==> src/rtl/sfcd_params.svh <==
// opcodes, dummy counts, data limits and flag bit positions for the command decoder
`ifndef SFCD_PARAMS_SVH
`define SFCD_PARAMS_SVH
`define OP_RST_EN 8'h66
`define OP_RST_MEM 8'h99
`define OP_RD_ID_A 8'h9E
`define OP_RD_ID_B 8'h9F
`define OP_MIO_ID 8'hAF
`define OP_SFDP 8'h5A
`define OP_READ 8'h03
`define OP_FRD 8'h0B
`define OP_FRD_DO 8'h3B
`define OP_FRD_DIO 8'hBB
`define OP_FRD_QO 8'h6B
`define OP_FRD_QIO 8'hEB
`define OP_DTR 8'h0D
`define OP_DTR_DO 8'h3D
`define OP_DTR_DIO 8'hDB
`define OP_DTR_QO 8'h6D
`define OP_DTR_QIO 8'hED
`define OP_RD4 8'h13
`define OP_FRD4 8'h0C
`define OP_FRD4_DO 8'h3C
`define OP_FRD4_DIO 8'hBC
`define OP_FRD4_QO 8'h6C
`define OP_FRD4_QIO 8'hEC
`define OP_WREN 8'h06
`define OP_WRDI 8'h04
`define OP_RD_SR 8'h05
`define OP_WR_SR 8'h01
`define OP_RD_LK 8'hE8
`define OP_WR_LK 8'hE5
`define OP_RD_FSR 8'h70
`define OP_CLR_FSR 8'h50
`define OP_RD_NVC 8'hB5
`define OP_WR_NVC 8'hB1
`define OP_RD_VC 8'h85
`define OP_WR_VC 8'h81
`define OP_RD_EVC 8'h65
`define OP_WR_EVC 8'h61
`define OP_RD_EAR 8'hC8
`define OP_WR_EAR 8'hC5
`define OP_PP 8'h02
`define OP_PP_DI 8'hA2
`define OP_PP_DIO 8'hD2
`define OP_PP_QI 8'h32
`define OP_PP_QIO 8'h12
`define OP_SSE 8'h20
`define OP_SE 8'hD8
`define OP_DIE_E 8'hC4
`define OP_RESUME 8'h7A
`define OP_SUSPEND 8'h75
`define OP_OTP_RD 8'h4B
`define OP_OTP_PG 8'h42
`define OP_EN4B 8'hB7
`define OP_EX4B 8'hE9
`define OP_DPD 8'hB9
`define OP_RDPD 8'hA8
`define DUM_SFDP 5'h08
`define DUM_FAST 5'h08
`define DUM_FAST_Q 5'h0A
`define DUM_DTR 5'h06
`define DUM_DTR_Q 5'h08
`define DUM_QIO_DTR 5'h08
`define DUM_TEN 5'h0A
`define LIM_ID 9'h014
`define LIM_MIO_ID 9'h003
`define LIM_PAGE 9'h100
`define LIM_OTP 9'h040
`define LIM_ONE 9'h001
`define LIM_TWO 9'h002
`define FSR_READY 7
`define FSR_ADDR4 0
`endif

==> src/rtl/sfcd_pkg.sv <==
// types shared by the serial flash command decoder
package sfcd_pkg;
    typedef enum logic [1:0] {PR_EXT, PR_DUAL, PR_QUAD} proto_t;
    typedef enum logic [1:0] {AM_NONE, AM_VAR, AM_3, AM_4} amode_t;
    typedef enum logic [2:0] {DC_NONE, DC_FIX8, DC_FAST, DC_DTR, DC_CFG8, DC_TEN} dcls_t;
    typedef enum logic [2:0] {ST_IDLE, ST_OPC, ST_ADDR, ST_DUMMY, ST_DATA, ST_SKIP} state_t;
    typedef struct packed {
        logic [2:0] ok;
        amode_t amode;
        dcls_t dcls;
        logic wel;
        logic [8:0] lim;
        logic [7:0] canon;
    } dec_t;
endpackage

==> src/rtl/serial_flash_command_decoder.sv <==
// serial flash command decoder: pin sampling, opcode decode, phase tracking
`timescale 1ns/1ps
`include "sfcd_params.svh"
module serial_flash_command_decoder #(
    parameter int DUMMY_W = 4
) (
    input wire logic i_ref_clk,
    input wire logic i_rst,
    input wire logic i_ce,
    input wire logic i_sclk,
    input wire logic i_cs_n,
    input wire logic [3:0] i_dq,
    input wire logic i_dual_en,
    input wire logic i_quad_en,
    input wire logic [DUMMY_W-1:0] i_dummy_cfg,
    input wire logic [1:0] i_ext_addr,
    input wire logic i_wip,
    output logic o_cmd_valid,
    output logic [7:0] o_opcode,
    output logic [2:0] o_addr_bytes,
    output logic [4:0] o_dummy,
    output logic [8:0] o_data_limit,
    output logic o_data_phase,
    output logic o_exec,
    output logic o_refused,
    output logic o_sw_reset,
    output logic o_wel,
    output logic o_addr4,
    output logic o_deep_pd,
    output logic [1:0] o_top_seg,
    output logic [7:0] o_flag_status
);

    // the dummy count must fit the five-bit dummy output
    if (DUMMY_W < 1 || DUMMY_W > 4)
    begin : g_chk
        $error("DUMMY_W must be 1 to 4");
    end

    // three-ff chains on clock and select, two flops on data: stage 0 feeds only stage 1
    logic [2:0] sclk_s_q;
    logic [2:0] cs_s_q;
    logic [3:0] dq1_q;
    logic [3:0] dq2_q;
    sfcd_pkg::state_t st_q, st_d;
    sfcd_pkg::proto_t prt_q, prt_d;
    logic [5:0] cnt_q, cnt_d;
    logic [7:0] sr_q, sr_d;
    logic ok_q, ok_d;
    logic wr_q, wr_d;
    logic valid_q, valid_d;
    logic [7:0] op_q, op_d;
    logic [2:0] ab_q, ab_d;
    logic [4:0] dm_q, dm_d;
    logic [8:0] lim_q, lim_d;
    logic exec_q, exec_d;
    logic ref_q, ref_d;
    logic swr_q, swr_d;
    logic wel_q, wel_d;
    logic a4_q, a4_d;
    logic dpd_q, dpd_d;
    logic arm_q, arm_d;
    logic [1:0] seg_q, seg_d;
    logic [7:0] fsr_q, fsr_d;
    logic dph_q, dph_d;
    logic sclk_rise, cs_fall, frame_end;
    logic [7:0] sh_op;
    logic dec_ok;
    logic [2:0] dec_ab;
    logic [4:0] dec_dm;
    sfcd_pkg::dec_t dec;
    sfcd_pkg::proto_t cur_prt;

    // opcode shift by lane count
    function automatic logic [7:0] shift_in(input logic [7:0] s, input logic [3:0] d,
                                            input sfcd_pkg::proto_t p);
        logic [7:0] r;
        unique case (p)
            sfcd_pkg::PR_EXT: r = {s[6:0], d[0]};
            sfcd_pkg::PR_DUAL: r = {s[5:0], d[1:0]};
            sfcd_pkg::PR_QUAD: r = {s[3:0], d};
            default: r = s;
        endcase
        return r;
    endfunction

    // clock edges needed for a number of bytes in a protocol
    function automatic logic [5:0] edges(input logic [2:0] b, input sfcd_pkg::proto_t p);
        return {b, 3'h0} >> p;
    endfunction

    // dummy clocks; a non-zero user setting overrides the configurable classes
    function automatic logic [4:0] dummy_of(input sfcd_pkg::dcls_t c,
                                            input sfcd_pkg::proto_t p,
                                            input logic [DUMMY_W-1:0] cfg);
        logic [4:0] v;
        logic q;
        q = (p == sfcd_pkg::PR_QUAD);
        unique case (c)
            sfcd_pkg::DC_NONE: v = 5'h00;
            sfcd_pkg::DC_FIX8: v = `DUM_SFDP;
            sfcd_pkg::DC_FAST: v = q ? `DUM_FAST_Q : `DUM_FAST;
            sfcd_pkg::DC_DTR: v = q ? `DUM_DTR_Q : `DUM_DTR;
            sfcd_pkg::DC_CFG8: v = `DUM_QIO_DTR;
            sfcd_pkg::DC_TEN: v = `DUM_TEN;
            default: v = 5'h00;
        endcase
        if (c != sfcd_pkg::DC_NONE && c != sfcd_pkg::DC_FIX8 && cfg != '0)
            v = 5'(cfg);
        return v;
    endfunction

    // opcode table; dual folds the fast read, DTR and program aliases, quad only fast read and program; quad can lengthen the dummy phase
    function automatic sfcd_pkg::dec_t decode(input logic [7:0] op,
                                              input sfcd_pkg::proto_t p);
        sfcd_pkg::dec_t r;
        r = '0;
        r.canon = op;
        if (p == sfcd_pkg::PR_DUAL)
        begin
            if (op == `OP_FRD || op == `OP_FRD_DO) r.canon = `OP_FRD_DIO;
            if (op == `OP_DTR || op == `OP_DTR_DO) r.canon = `OP_DTR_DIO;
            if (op == `OP_PP || op == `OP_PP_DI) r.canon = `OP_PP_DIO;
        end
        if (p == sfcd_pkg::PR_QUAD)
        begin
            if (op == `OP_FRD || op == `OP_FRD_QO) r.canon = `OP_FRD_QIO;
            if (op == `OP_PP || op == `OP_PP_QI) r.canon = `OP_PP_QIO;
        end
        // protocol mask: bit 0 extended, bit 1 dual, bit 2 quad
        case (r.canon)
            `OP_RD_ID_A, `OP_RD_ID_B, `OP_READ: r.ok = 3'h1;
            `OP_MIO_ID: r.ok = 3'h6;
            `OP_FRD_DO, `OP_FRD_DIO, `OP_DTR_DO, `OP_DTR_DIO, `OP_FRD4_DO, `OP_FRD4_DIO,
            `OP_PP_DI, `OP_PP_DIO: r.ok = 3'h3;
            `OP_FRD_QO, `OP_FRD_QIO, `OP_DTR_QO, `OP_DTR_QIO, `OP_FRD4_QO, `OP_FRD4_QIO,
            `OP_PP_QI, `OP_PP_QIO: r.ok = 3'h5;
            `OP_RST_EN, `OP_RST_MEM, `OP_SFDP, `OP_FRD, `OP_DTR, `OP_RD4, `OP_FRD4,
            `OP_WREN, `OP_WRDI, `OP_RD_SR, `OP_WR_SR, `OP_RD_LK, `OP_WR_LK, `OP_RD_FSR,
            `OP_CLR_FSR, `OP_RD_NVC, `OP_WR_NVC, `OP_RD_VC, `OP_WR_VC, `OP_RD_EVC,
            `OP_WR_EVC, `OP_RD_EAR, `OP_WR_EAR, `OP_PP, `OP_SSE, `OP_SE, `OP_DIE_E,
            `OP_RESUME, `OP_SUSPEND, `OP_OTP_RD, `OP_OTP_PG, `OP_EN4B, `OP_EX4B,
            `OP_DPD, `OP_RDPD: r.ok = 3'h7;
            default: r.ok = 3'h0;
        endcase
        // address and dummy shape
        case (r.canon)
            `OP_READ, `OP_PP, `OP_PP_DI, `OP_PP_DIO, `OP_PP_QI, `OP_PP_QIO, `OP_SSE,
            `OP_SE, `OP_DIE_E, `OP_RD_LK, `OP_WR_LK, `OP_OTP_PG:
                r.amode = sfcd_pkg::AM_VAR;
            `OP_FRD, `OP_FRD_DO, `OP_FRD_DIO, `OP_FRD_QO, `OP_FRD_QIO, `OP_OTP_RD:
            begin
                r.amode = sfcd_pkg::AM_VAR;
                r.dcls = sfcd_pkg::DC_FAST;
            end
            `OP_DTR, `OP_DTR_DO, `OP_DTR_DIO, `OP_DTR_QO:
            begin
                r.amode = sfcd_pkg::AM_VAR;
                r.dcls = sfcd_pkg::DC_DTR;
            end
            `OP_DTR_QIO:
            begin
                r.amode = sfcd_pkg::AM_VAR;
                r.dcls = sfcd_pkg::DC_CFG8;
            end
            `OP_FRD4, `OP_FRD4_DO, `OP_FRD4_DIO, `OP_FRD4_QO:
            begin
                r.amode = sfcd_pkg::AM_4;
                r.dcls = sfcd_pkg::DC_FAST;
            end
            `OP_FRD4_QIO:
            begin
                r.amode = sfcd_pkg::AM_4;
                r.dcls = sfcd_pkg::DC_TEN;
            end
            `OP_RD4: r.amode = sfcd_pkg::AM_4;
            `OP_SFDP:
            begin
                r.amode = sfcd_pkg::AM_3;
                r.dcls = sfcd_pkg::DC_FIX8;
            end
            default: r.amode = sfcd_pkg::AM_NONE;
        endcase
        // opcodes gated by the write enable latch
        case (r.canon)
            `OP_WR_SR, `OP_WR_LK, `OP_WR_NVC, `OP_WR_VC, `OP_WR_EVC, `OP_WR_EAR, `OP_PP,
            `OP_PP_DI, `OP_PP_DIO, `OP_PP_QI, `OP_PP_QIO, `OP_SSE, `OP_SE, `OP_DIE_E,
            `OP_RESUME, `OP_SUSPEND, `OP_OTP_PG, `OP_EN4B, `OP_EX4B:
                r.wel = 1'b1;
            default: r.wel = 1'b0;
        endcase
        // fixed data lengths; zero means none or open ended
        case (r.canon)
            `OP_RD_ID_A, `OP_RD_ID_B: r.lim = `LIM_ID;
            `OP_MIO_ID: r.lim = `LIM_MIO_ID;
            `OP_PP, `OP_PP_DI, `OP_PP_DIO, `OP_PP_QI, `OP_PP_QIO: r.lim = `LIM_PAGE;
            `OP_OTP_RD: r.lim = `LIM_OTP;
            `OP_WR_SR, `OP_WR_LK, `OP_WR_VC, `OP_WR_EVC, `OP_WR_EAR:
                r.lim = `LIM_ONE;
            `OP_RD_NVC, `OP_WR_NVC: r.lim = `LIM_TWO;
            default: r.lim = 9'h000;
        endcase
        return r;
    endfunction

    // pin synchronisers
    always_ff @(posedge i_ref_clk or posedge i_rst)
    begin
        if (i_rst)
        begin
            sclk_s_q <= 3'h0;
            cs_s_q <= 3'h7;
            dq1_q <= 4'h0;
            dq2_q <= 4'h0;
        end
        else if (i_ce)
        begin
            sclk_s_q <= {sclk_s_q[1:0], i_sclk};
            cs_s_q <= {cs_s_q[1:0], i_cs_n};
            dq1_q <= i_dq;
            dq2_q <= dq1_q;
        end
    end

    assign sclk_rise = sclk_s_q[1] && !sclk_s_q[2];
    assign cs_fall = !cs_s_q[1] && cs_s_q[2];
    assign frame_end = cs_s_q[1] && !cs_s_q[2];
    assign cur_prt = i_quad_en ? sfcd_pkg::PR_QUAD :
                     (i_dual_en ? sfcd_pkg::PR_DUAL : sfcd_pkg::PR_EXT);
    assign sh_op = shift_in(sr_q, dq2_q, prt_q);
    assign dec = decode(sh_op, prt_q);
    // in deep power-down only the release opcode is heard
    assign dec_ok = dec.ok[prt_q] && (!dpd_q || dec.canon == `OP_RDPD);
    assign dec_ab = (dec.amode == sfcd_pkg::AM_4 ||
                     (dec.amode == sfcd_pkg::AM_VAR && a4_q)) ? 3'h4 :
                    (dec.amode == sfcd_pkg::AM_NONE ? 3'h0 : 3'h3);
    assign dec_dm = dummy_of(dec.dcls, prt_q, i_dummy_cfg);

    // frame sequencer and command execution
    always_comb
    begin
        st_d = st_q;
        prt_d = prt_q;
        cnt_d = cnt_q;
        sr_d = sr_q;
        ok_d = ok_q;
        wr_d = wr_q;
        op_d = op_q;
        ab_d = ab_q;
        dm_d = dm_q;
        lim_d = lim_q;
        valid_d = 1'b0;
        exec_d = 1'b0;
        ref_d = 1'b0;
        swr_d = 1'b0;
        wel_d = wel_q;
        a4_d = a4_q;
        dpd_d = dpd_q;
        arm_d = arm_q;
        if (frame_end)
        begin
            // only a frame whose phases all completed acts; partial ones drop
            if (st_q == sfcd_pkg::ST_DATA)
            begin
                if (wr_q && !wel_q)
                    ref_d = 1'b1;
                else
                begin
                    exec_d = 1'b1;
                    arm_d = (op_q == `OP_RST_EN);
                    if (wr_q)
                        wel_d = 1'b0;
                    case (op_q)
                        `OP_WREN: wel_d = 1'b1;
                        `OP_WRDI: wel_d = 1'b0;
                        `OP_EN4B: a4_d = 1'b1;
                        `OP_EX4B: a4_d = 1'b0;
                        `OP_DPD: dpd_d = 1'b1;
                        `OP_RDPD: dpd_d = 1'b0;
                        `OP_RST_MEM:
                        if (arm_q)
                        begin
                            swr_d = 1'b1;
                            wel_d = 1'b0;
                            a4_d = 1'b0;
                        end
                        default: ;
                    endcase
                end
            end
            else if (st_q == sfcd_pkg::ST_SKIP)
                ref_d = 1'b1;
            st_d = sfcd_pkg::ST_IDLE;
        end
        else if (cs_fall)
        begin
            st_d = sfcd_pkg::ST_OPC;
            prt_d = cur_prt;
            cnt_d = 6'h00;
            sr_d = 8'h00;
        end
        else if (sclk_rise)
        begin
            cnt_d = cnt_q + 6'h01;
            unique case (st_q)
                sfcd_pkg::ST_OPC:
                begin
                    sr_d = sh_op;
                    if (cnt_q == edges(3'h1, prt_q) - 6'h01)
                    begin
                        cnt_d = 6'h00;
                        valid_d = dec_ok;
                        ok_d = dec_ok;
                        wr_d = dec.wel;
                        op_d = dec.canon;
                        ab_d = dec_ab;
                        dm_d = dec_dm;
                        lim_d = dec.lim;
                        if (!dec_ok)
                            st_d = sfcd_pkg::ST_SKIP;
                        else if (dec_ab != 3'h0)
                            st_d = sfcd_pkg::ST_ADDR;
                        else if (dec_dm != 5'h00)
                            st_d = sfcd_pkg::ST_DUMMY;
                        else
                            st_d = sfcd_pkg::ST_DATA;
                    end
                end
                sfcd_pkg::ST_ADDR:
                if (cnt_q == edges(ab_q, prt_q) - 6'h01)
                begin
                    cnt_d = 6'h00;
                    st_d = (dm_q != 5'h00) ? sfcd_pkg::ST_DUMMY : sfcd_pkg::ST_DATA;
                end
                sfcd_pkg::ST_DUMMY:
                if (cnt_q == {1'b0, dm_q} - 6'h01)
                begin
                    cnt_d = 6'h00;
                    st_d = sfcd_pkg::ST_DATA;
                end
                sfcd_pkg::ST_IDLE, sfcd_pkg::ST_DATA, sfcd_pkg::ST_SKIP: cnt_d = cnt_q;
            endcase
        end
    end

    // status views: ready tracks write in progress, segment ignored in 4-byte mode
    always_comb
    begin
        fsr_d = 8'h00;
        fsr_d[`FSR_READY] = !i_wip;
        fsr_d[`FSR_ADDR4] = a4_q;
        seg_d = a4_q ? 2'h0 : i_ext_addr;
        dph_d = (st_d == sfcd_pkg::ST_DATA); // flopped so the port needs no decode
    end

    // state registers; the enable freezes everything, pulses included
    always_ff @(posedge i_ref_clk or posedge i_rst)
    begin
        if (i_rst)
        begin
            st_q <= sfcd_pkg::ST_IDLE;
            prt_q <= sfcd_pkg::PR_EXT;
            cnt_q <= 6'h00;
            sr_q <= 8'h00;
            ok_q <= 1'b0;
            wr_q <= 1'b0;
            valid_q <= 1'b0;
            op_q <= 8'h00;
            ab_q <= 3'h0;
            dm_q <= 5'h00;
            lim_q <= 9'h000;
            exec_q <= 1'b0;
            ref_q <= 1'b0;
            swr_q <= 1'b0;
            wel_q <= 1'b0;
            a4_q <= 1'b0;
            dpd_q <= 1'b0;
            arm_q <= 1'b0;
            seg_q <= 2'h0;
            fsr_q <= 8'h80;
            dph_q <= 1'b0;
        end
        else if (i_ce)
        begin
            st_q <= st_d;
            prt_q <= prt_d;
            cnt_q <= cnt_d;
            sr_q <= sr_d;
            ok_q <= ok_d;
            wr_q <= wr_d;
            valid_q <= valid_d;
            op_q <= op_d;
            ab_q <= ab_d;
            dm_q <= dm_d;
            lim_q <= lim_d;
            exec_q <= exec_d;
            ref_q <= ref_d;
            swr_q <= swr_d;
            wel_q <= wel_d;
            a4_q <= a4_d;
            dpd_q <= dpd_d;
            arm_q <= arm_d;
            seg_q <= seg_d;
            fsr_q <= fsr_d;
            dph_q <= dph_d;
        end
    end

    assign o_cmd_valid = valid_q;
    assign o_opcode = op_q;
    assign o_addr_bytes = ab_q;
    assign o_dummy = dm_q;
    assign o_data_limit = lim_q;
    assign o_data_phase = dph_q;
    assign o_exec = exec_q;
    assign o_refused = ref_q;
    assign o_sw_reset = swr_q;
    assign o_wel = wel_q;
    assign o_addr4 = a4_q;
    assign o_deep_pd = dpd_q;
    assign o_top_seg = seg_q;
    assign o_flag_status = fsr_q;
endmodule

==> config.mk <==
export PLATFORM = sky130hd
export DESIGN_NAME = serial_flash_command_decoder
export DESIGN_NICKNAME = d
export VERILOG_FILES = /design/src/rtl/sfcd_pkg.sv /design/src/rtl/serial_flash_command_decoder.sv
export VERILOG_INCLUDE_DIRS = /design/src /design/src/rtl
export SDC_FILE = /design/constraint.sdc
export NUM_CORES = 1
export LEC_CHECK = 0
export BUFFER_PORTS_ARGS = -buffer_cell sky130_fd_sc_hd__buf_2
export CAP_MARGIN = 0
export CELL_PAD_IN_SITES_DETAIL_PLACEMENT = 2
export CELL_PAD_IN_SITES_GLOBAL_PLACEMENT = 2
export CORE_MARGIN = 1
export CORE_UTILIZATION = 30
export DETAILED_ROUTE_END_ITERATION = 8
export HOLD_SLACK_MARGIN = 0.15
export PLACE_DENSITY_LB_ADDON = 0.25
export SYNTH_ARGS = -nofsm -noshare
export SYNTH_HDL_FRONTEND = slang
export SYNTH_SLANG_ARGS = --single-unit
==> constraint.sdc <==
create_clock -name i_ref_clk -period 5.62 [get_ports i_ref_clk]
set_input_delay 0.562 -clock i_ref_clk [delete_from_list [all_inputs] [get_ports i_ref_clk]]
set_output_delay 0.562 -clock i_ref_clk [all_outputs]
set_load 0.03 [all_outputs]
# Yosys cells after proc, flatten, opt, wreduce, memory -nomap -nowiden
# Memory sizes are Yosys's and may differ from the RTL's.
# Index checks and enable logic that the tools add are counted.
word_totals:
  memories: 1
  out_inout_bits: 43
  rom_bits: 768
  in_bits: 18
  regBits: 72
classes:
  magnitude_cmp: 1
  n_mux: 66
  reduce_logical: 51
  bitwise: 3
  n_eq_ne: 81
  n_shift: 2
  n_addsub: 4
memory_table:
  columns: ["memory", "depth", "word_bits", "rd", "rd_clocked_by_memory_dff", "write_ports", "line", "rtl"]
  rows:
  - ["(name not given)", 256, 3, 1, 0, 0, "serial_flash_command_decoder.sv:131", "case (r.canon)"]
op_table:
  columns: ["op", "count"]
  rows:
  - ["8-bit == test (second input constant)", 28]
  - ["8-bit by 7-bit == test with 1-bit output (second input constant)", 11]
  - ["8-bit two-way mux", 10]
  - ["8-bit by 6-bit == test with 1-bit output (second input constant)", 8]
  - ["9-bit case mux with 6 select lines", 1]
  - ["8-bit by 4-bit == test with 1-bit output (second input constant)", 5]
  - ["3-bit two-way mux", 11]
  - ["6-bit two-way mux", 5]
  - ["8-bit by 2-bit == test with 1-bit output (second input constant)", 3]
  - ["8-bit case mux with 3 select lines", 1]
  - ["1-bit two-way mux", 23]
  - ["23-bit OR reduction", 1]
  - ["19-bit OR reduction", 1]
  - ["6-bit == test", 3]
  - ["6-bit case mux with 3 select lines", 1]
  - ["8-bit by 3-bit == test with 1-bit output (second input constant)", 2]
  - ["8-bit by 5-bit == test with 1-bit output (second input constant)", 2]
  - ["4-bit case mux with 4 select lines", 1]
  - ["3-bit == test (second input constant)", 5]
  - ["3-bit case mux with 5 select lines", 1]
  - ["3-bit by 2-bit == test with 1-bit output (second input constant)", 4]
  - ["4-bit AND reduction", 3]
  - ["6-bit AND reduction", 2]
  - ["6-bit by 1-bit subtractor with 6-bit output (second input constant)", 2]
  - ["other kinds (37)", 74]

# Longest topological paths before layout
depth:
  ltp_word: 28
  depth_mapped: 20

# Worst setup path after synthesis
# No wires, ideal clock.
synth_path:
  path_type: "flip-flop to flip-flop"
  from: "register sr_q[1]"
  to: "register dph_q (netlist: o_data_phase)"
  path_slack_ps: 1572
  setup_time_ps: 95
  synth_period_minus_slack_ps: 4048
  arrival_time_ps: 3952
  required_ps: 5525
  path_stages_with_launch: 19
  cell_sequence: "dfrtp_1 -> clkbuf_1 -> mux4_2 -> buf_2 -> inv_1 -> a2bb2oi_1 -> nor2_1 -> nor2_1 -> inv_1 -> ha_1 -> clkbuf_1 -> inv_1 -> a211oi_1 -> o311ai_0 -> a41oi_1 -> nand4_1 -> a21oi_1 -> a31oi_1 -> o32ai_2"
synth_lines:
  columns: ["element", "line", "rtl"]
  rows:
  - ["start: declaration", "serial_flash_command_decoder.sv:48", "logic [7:0] sr_q, sr_d;"]
  - ["start signal: assignment", "serial_flash_command_decoder.sv:388", "sr_q <= sr_d;"]
  - ["end signal: assignment", "serial_flash_command_decoder.sv:405", "dph_q <= dph_d;"]
  - ["end: declaration", "serial_flash_command_decoder.sv:65", "logic dph_q, dph_d;"]

# Worst setup path after layout
layout_path:
  from: "register prt_q[0]"
  to: "register dph_q (netlist: o_data_phase)"
layout_via:
  elab_chain_cells: 28
layout_lines:
  columns: ["element", "line", "rtl"]
  rows:
  - ["start: declaration", "serial_flash_command_decoder.sv:46", "sfcd_pkg::proto_t prt_q, prt_d;"]
  - ["start signal: assignment", "serial_flash_command_decoder.sv:362", "prt_q <= sfcd_pkg::PR_EXT;"]
  - ["start signal: assignment", "serial_flash_command_decoder.sv:386", "prt_q <= prt_d;"]
  - ["2-bit == test, or another cell as far along", "serial_flash_command_decoder.sv:78, serial_flash_command_decoder.sv:98, serial_flash_command_decoder.sv:125", null]
  - ["8-bit case mux with 3 select lines", "serial_flash_command_decoder.sv:78", "unique case (p)"]
  - ["8-bit by 4-bit == test with 1-bit output (no source line) / 8-bit by 6-bit == test with 1-bit output (equally long branches)", null, null]
  - ["1-bit logical OR (no source line)", null, null]
  - ["8-bit two-way mux", "serial_flash_command_decoder.sv:121", "if (op == `OP_FRD || op == `OP_FRD_DO) r.canon = `OP_FRD_DIO;"]
  - ["8-bit two-way mux", "serial_flash_command_decoder.sv:122", "if (op == `OP_DTR || op == `OP_DTR_DO) r.canon = `OP_DTR_DIO;"]
  - ["8-bit two-way mux", "serial_flash_command_decoder.sv:123", "if (op == `OP_PP || op == `OP_PP_DI) r.canon = `OP_PP_DIO;"]
  - ["8-bit two-way mux", "serial_flash_command_decoder.sv:119", "if (p == sfcd_pkg::PR_DUAL)"]
  - ["(+12 left out)", null, null]
  - ["3-bit two-way mux", "serial_flash_command_decoder.sv:321", "else if (dec_ab != 3'h0)"]
  - ["3-bit two-way mux", "serial_flash_command_decoder.sv:319", "if (!dec_ok)"]
  - ["3-bit two-way mux", "serial_flash_command_decoder.sv:309", "if (cnt_q == edges(3'h1, prt_q) - 6'h01)"]
  - ["3-bit case mux with 3 select lines (*)", "serial_flash_command_decoder.sv:305", "unique case (st_q)"]
  - ["3-bit two-way mux (*)", "serial_flash_command_decoder.sv:302", "else if (sclk_rise)"]
  - ["3-bit two-way mux (*)", "serial_flash_command_decoder.sv:295", "else if (cs_fall)"]
  - ["3-bit two-way mux (*)", "serial_flash_command_decoder.sv:260", "if (frame_end)"]
  - ["3-bit == test (*)", "serial_flash_command_decoder.sv:353", "dph_d = (st_d == sfcd_pkg::ST_DATA);"]
# Mark *: on every way between the ends. The rest lies on a longest branch, timed or not. The select of a mux whose other input is x is not followed.
# A chain may end at the register's enable or synchronous reset.

==> run metrics <==
core area=18200 µm²; Worst-Skew Late Latency=0.34 ns; power per cell area=503 nW/µm²; first-pass GRT wire length=35600 µm; crit-path max cell delay=0.57 ns; Die Wd=139 µm; initial antenna violation count=0; failing checks=DRC; worst-path fanout max=18; vias in the first global route=6020; Async SR Flop Fraction=100%; GR Util met3=2.69%; total wire length=22200 µm; drt wl/cell=23.5 µm; gr ovfl total=0; share of layout cells above drive strength 1=18.7%; Crit path max-delay family=compound AO/OA/AOI/OAI gates; NetSw=1.65 mW; met1 usage=30.8%; die outline area=19300 µm²; largest net degree at the start of global routing=67; Pint=1.54 mW; Post-synth EDFFs=0; Worst slew margin=40.5%; critical path required time=5.86 ns; Peak VDD IR=0.000180 V; Ant. Diodes=0; TritonCTS clock tree=done; Initial DRC Count=374; Hold-fix buffers, CTS=0; arrival time worst endpoint=5.32 ns; Final Hold Viols=0; status=complete, but fails checks; Final Wtd Congestion=1.01; Critical Path Slowest Stage Cell=dfrtp_2; CP Class=flip-flop to flip-flop; detailed-router iteration count before antenna repair=9; YS warnings=0; worst path cell trace=buf_4 -> buf_4 -> nand2b_1 -> o2bb2ai_1 -> a2bb2oi_1 -> nor2_1 -> buf_4 -> nor2_1 -> ha_1 -> nand2_1 -> o2bb2ai_1 -> a31oi_1 -> or2_2 -> o311ai_0 -> a41oi_1 -> nand4_1 -> a21oi_1 -> a31oi_1 -> o32ai_2; busiest grt layer=met2; CP Launch Type=flip-flop; antenna viol nets, final=0; Worst-Margin Slew=0.893 ns; Worst setup EP type=flip-flop; Post-DP HPWL=17000 µm; fin. max-slew vios=0; combinational power share=61.4%; H-tree depth=3; Netlist Area Pre-Place=5630 µm²; Clock Pin Slew Worst Setup and Hold Paths=0.06 ns; unrepaired setup endpoints after global routing=false; switching share of power=51.8%; fmax=0.197 GHz; TNS Setup=0 ns; vias per inst=5.97; Die H=139 µm; PortBufs=50; # setup viols final=0; Num CTS Buffers=9; GRT Total Usage=23.7%; sequential power share=21.0%; Synth area leaders=dfrtp_1, nand2_1, o21ai_0; CP most frequent cell=buf_4; clock root buffer=clkbuf_16; clock skew=0.00839 ns; Max Cap Viol=0; Vias=5644; Hold WS=0.372 ns; FP Rows=49; share of the synthesized area in the top cell type=27.5%; Buf+Inv Stages, Crit Path=3; met2 Usage GRT=40.5%; post-synth top area cell=dfrtp_1; Clock power frac=17.6%; Initial Util=30.9%; layout filler cell count=2087; Clock Sink Count=66; deepest clock path buffer count=2; worst hold path class=input pin to flip-flop; crit share post-route=90.5%; mean area per synthesized cell=8.28 µm²; share of the yosys chip area belonging to registers=29.4%; Yosys reg bits=66; DRC errors left=5; fin crit period=5.09 ns; Synth-to-Final Area Change=12.4%; I/O pin total=61; Main synth FF type=dfrtp_1; post-synthesis cell count=680; Synth cell types=88; Final nets=741; Leak=2.59 nW
## state kept, by name, indices dropped and copies added, names as in the netlist, 4 cells and up
signal,cells
sr_q,8
dq1_q,4
dq2_q,4
o_dummy,4
cnt_q,6
o_opcode,8
o_data_limit,5
## layout by cell type (no fill, tap or decap), drive strengths merged, types with 5 or more instances in the layout
cell     n
nand2   79
buf     70
dfrtp   62
o21ai   57
nor2    43
a21oi   31
nand3   25
nor3    25
inv     21
a31oi   18
mux2    18
nand2b  16
mux2i   14
ha      12
a211oi  11
clkbuf  11
nor2b   10
conb    10
or3      9
a22o     9
xor2     8
a21o     8
nor4     7
o31ai    7
xnor2    7
or2      7
mux4     6
a41oi    6
o22ai    6
o211ai   6
nand3b   5
nand4    5
and2     5
nor4b    5
## final cells by class
class / instances / area [µm²] / share of cell area (%)
multi-input cells: 543 / 3620 / 57.2
well taps: 229 / 287 / 4.53
clock inverters: 5 / 56.3 / 0.889
repair buffers: 70 / 400 / 6.32
flip-flops and latches: 66 / 1660 / 26.2
clock buffers: 11 / 233 / 3.68
inverters: 21 / 78.8 / 1.25
## synthesized netlist by cell type (4+ instances only)
cell and n:
and2_1 4, mux2i_1 14, o211ai_1 5, nand3b_1 5, a31oi_1 17, mux2_2 17, dfrtp_1 62, nand4_1 5
a22o_1 9, o31ai_1 7, dfstp_2 4, o21ai_1 5, nor4_1 7, nand3_1 25, o41ai_1 4, a21oi_1 31
o21ai_0 52, or2_2 4, o21a_1 4, buf_2 10, a22oi_1 4, ha_1 12, buf_4 15, xor2_1 8
o22ai_1 6, a41oi_1 6, inv_1 21, xnor2_1 6, a21o_1 7, nor3_1 24, clkbuf_1 28, nand2_1 79
or3_1 9, nand4b_1 4, a211oi_1 10, mux4_2 6, nand2b_1 16, nor2b_1 10, nor2_1 42
## final timing paths
check                           startpoint                to  slack (ns)  cells after the start
max in group asynchronous            i_rst          prt_q[0]        4.52                      3
setup / recovery                  prt_q[0]      o_data_phase        0.53                     19
min in group asynchronous            i_rst          dq1_q[1]        0.48                      3
hold / removal                       i_wip  o_flag_status[7]        0.37                      2
setup reg to reg                  prt_q[0]      o_data_phase        0.53                     19
hold reg to reg            o_data_limit[1]   o_data_limit[1]        0.49                      2
## power by group through the flow
| stage | combinational, mW | clock [mW] | sequential, mW |
|---|---|---|---|
| finish | 1.96 | 0.559 | 0.670 |
| global route | 2.10 | 0.595 | 0.686 |
| CTS | 1.93 | 0.577 | 0.671 |
| detailed placement | 1.92 | 0 | 0.678 |
| global placement | 1.90 | 0 | 0.670 |
| floorplan | 1.36 | 0 | 0.627 |
## timing repair
action / CTS / global route
gates resized for setup: 0 / 1
buffers inserted: 0 / 0
setup endpoints to repair: 0 / 1
## per-stage QoR
stage / instance area (µm²) / power [mW] / worst slack, ns / std cells / utilization [%]
3_5_place_dp: 6040 / 2.60 / 0.464 / 929 / 33.2
5_1_grt: 6330 / 3.38 / 0.178 / 945 / 34.8
6_report: 6330 / 3.19 / 0.531 / 945 / 34.8
3_3_place_gp: 6040 / 2.57 / 0.703 / 929 / 33.2
2_1_floorplan: 5670 / 1.99 / 1.57 / 689 / -
4_1_cts: 6330 / 3.18 / 0.401 / 945 / 34.8
## kinds of logic after synthesis
logic type               after synthesis  share of synthesized area [%]
buffers and inverters                 80                           6.95
flip-flops                            66                           29.4
other                                  1                         0.0666
multiplexers                          38                           8.55
XOR/XNOR                              15                           2.47
AND/OR/NAND/NOR                      258                           24.0
adder cells (fa/ha/maj)               12                           2.67
AO/OA/AOI/OAI                        210                           25.9
## routing by layer
| metal | wire, µm | vias to the layer above |
|---|---|---|
| li1 | - | 2581 |
| met1 | 10000 | 2879 |
| met5 | 0 | - |
| met2 | 10800 | 149 |
| met4 | 629 | 0 |
| met3 | 793 | 35 |
Note: power is estimated with default switching activity, not from simulation.
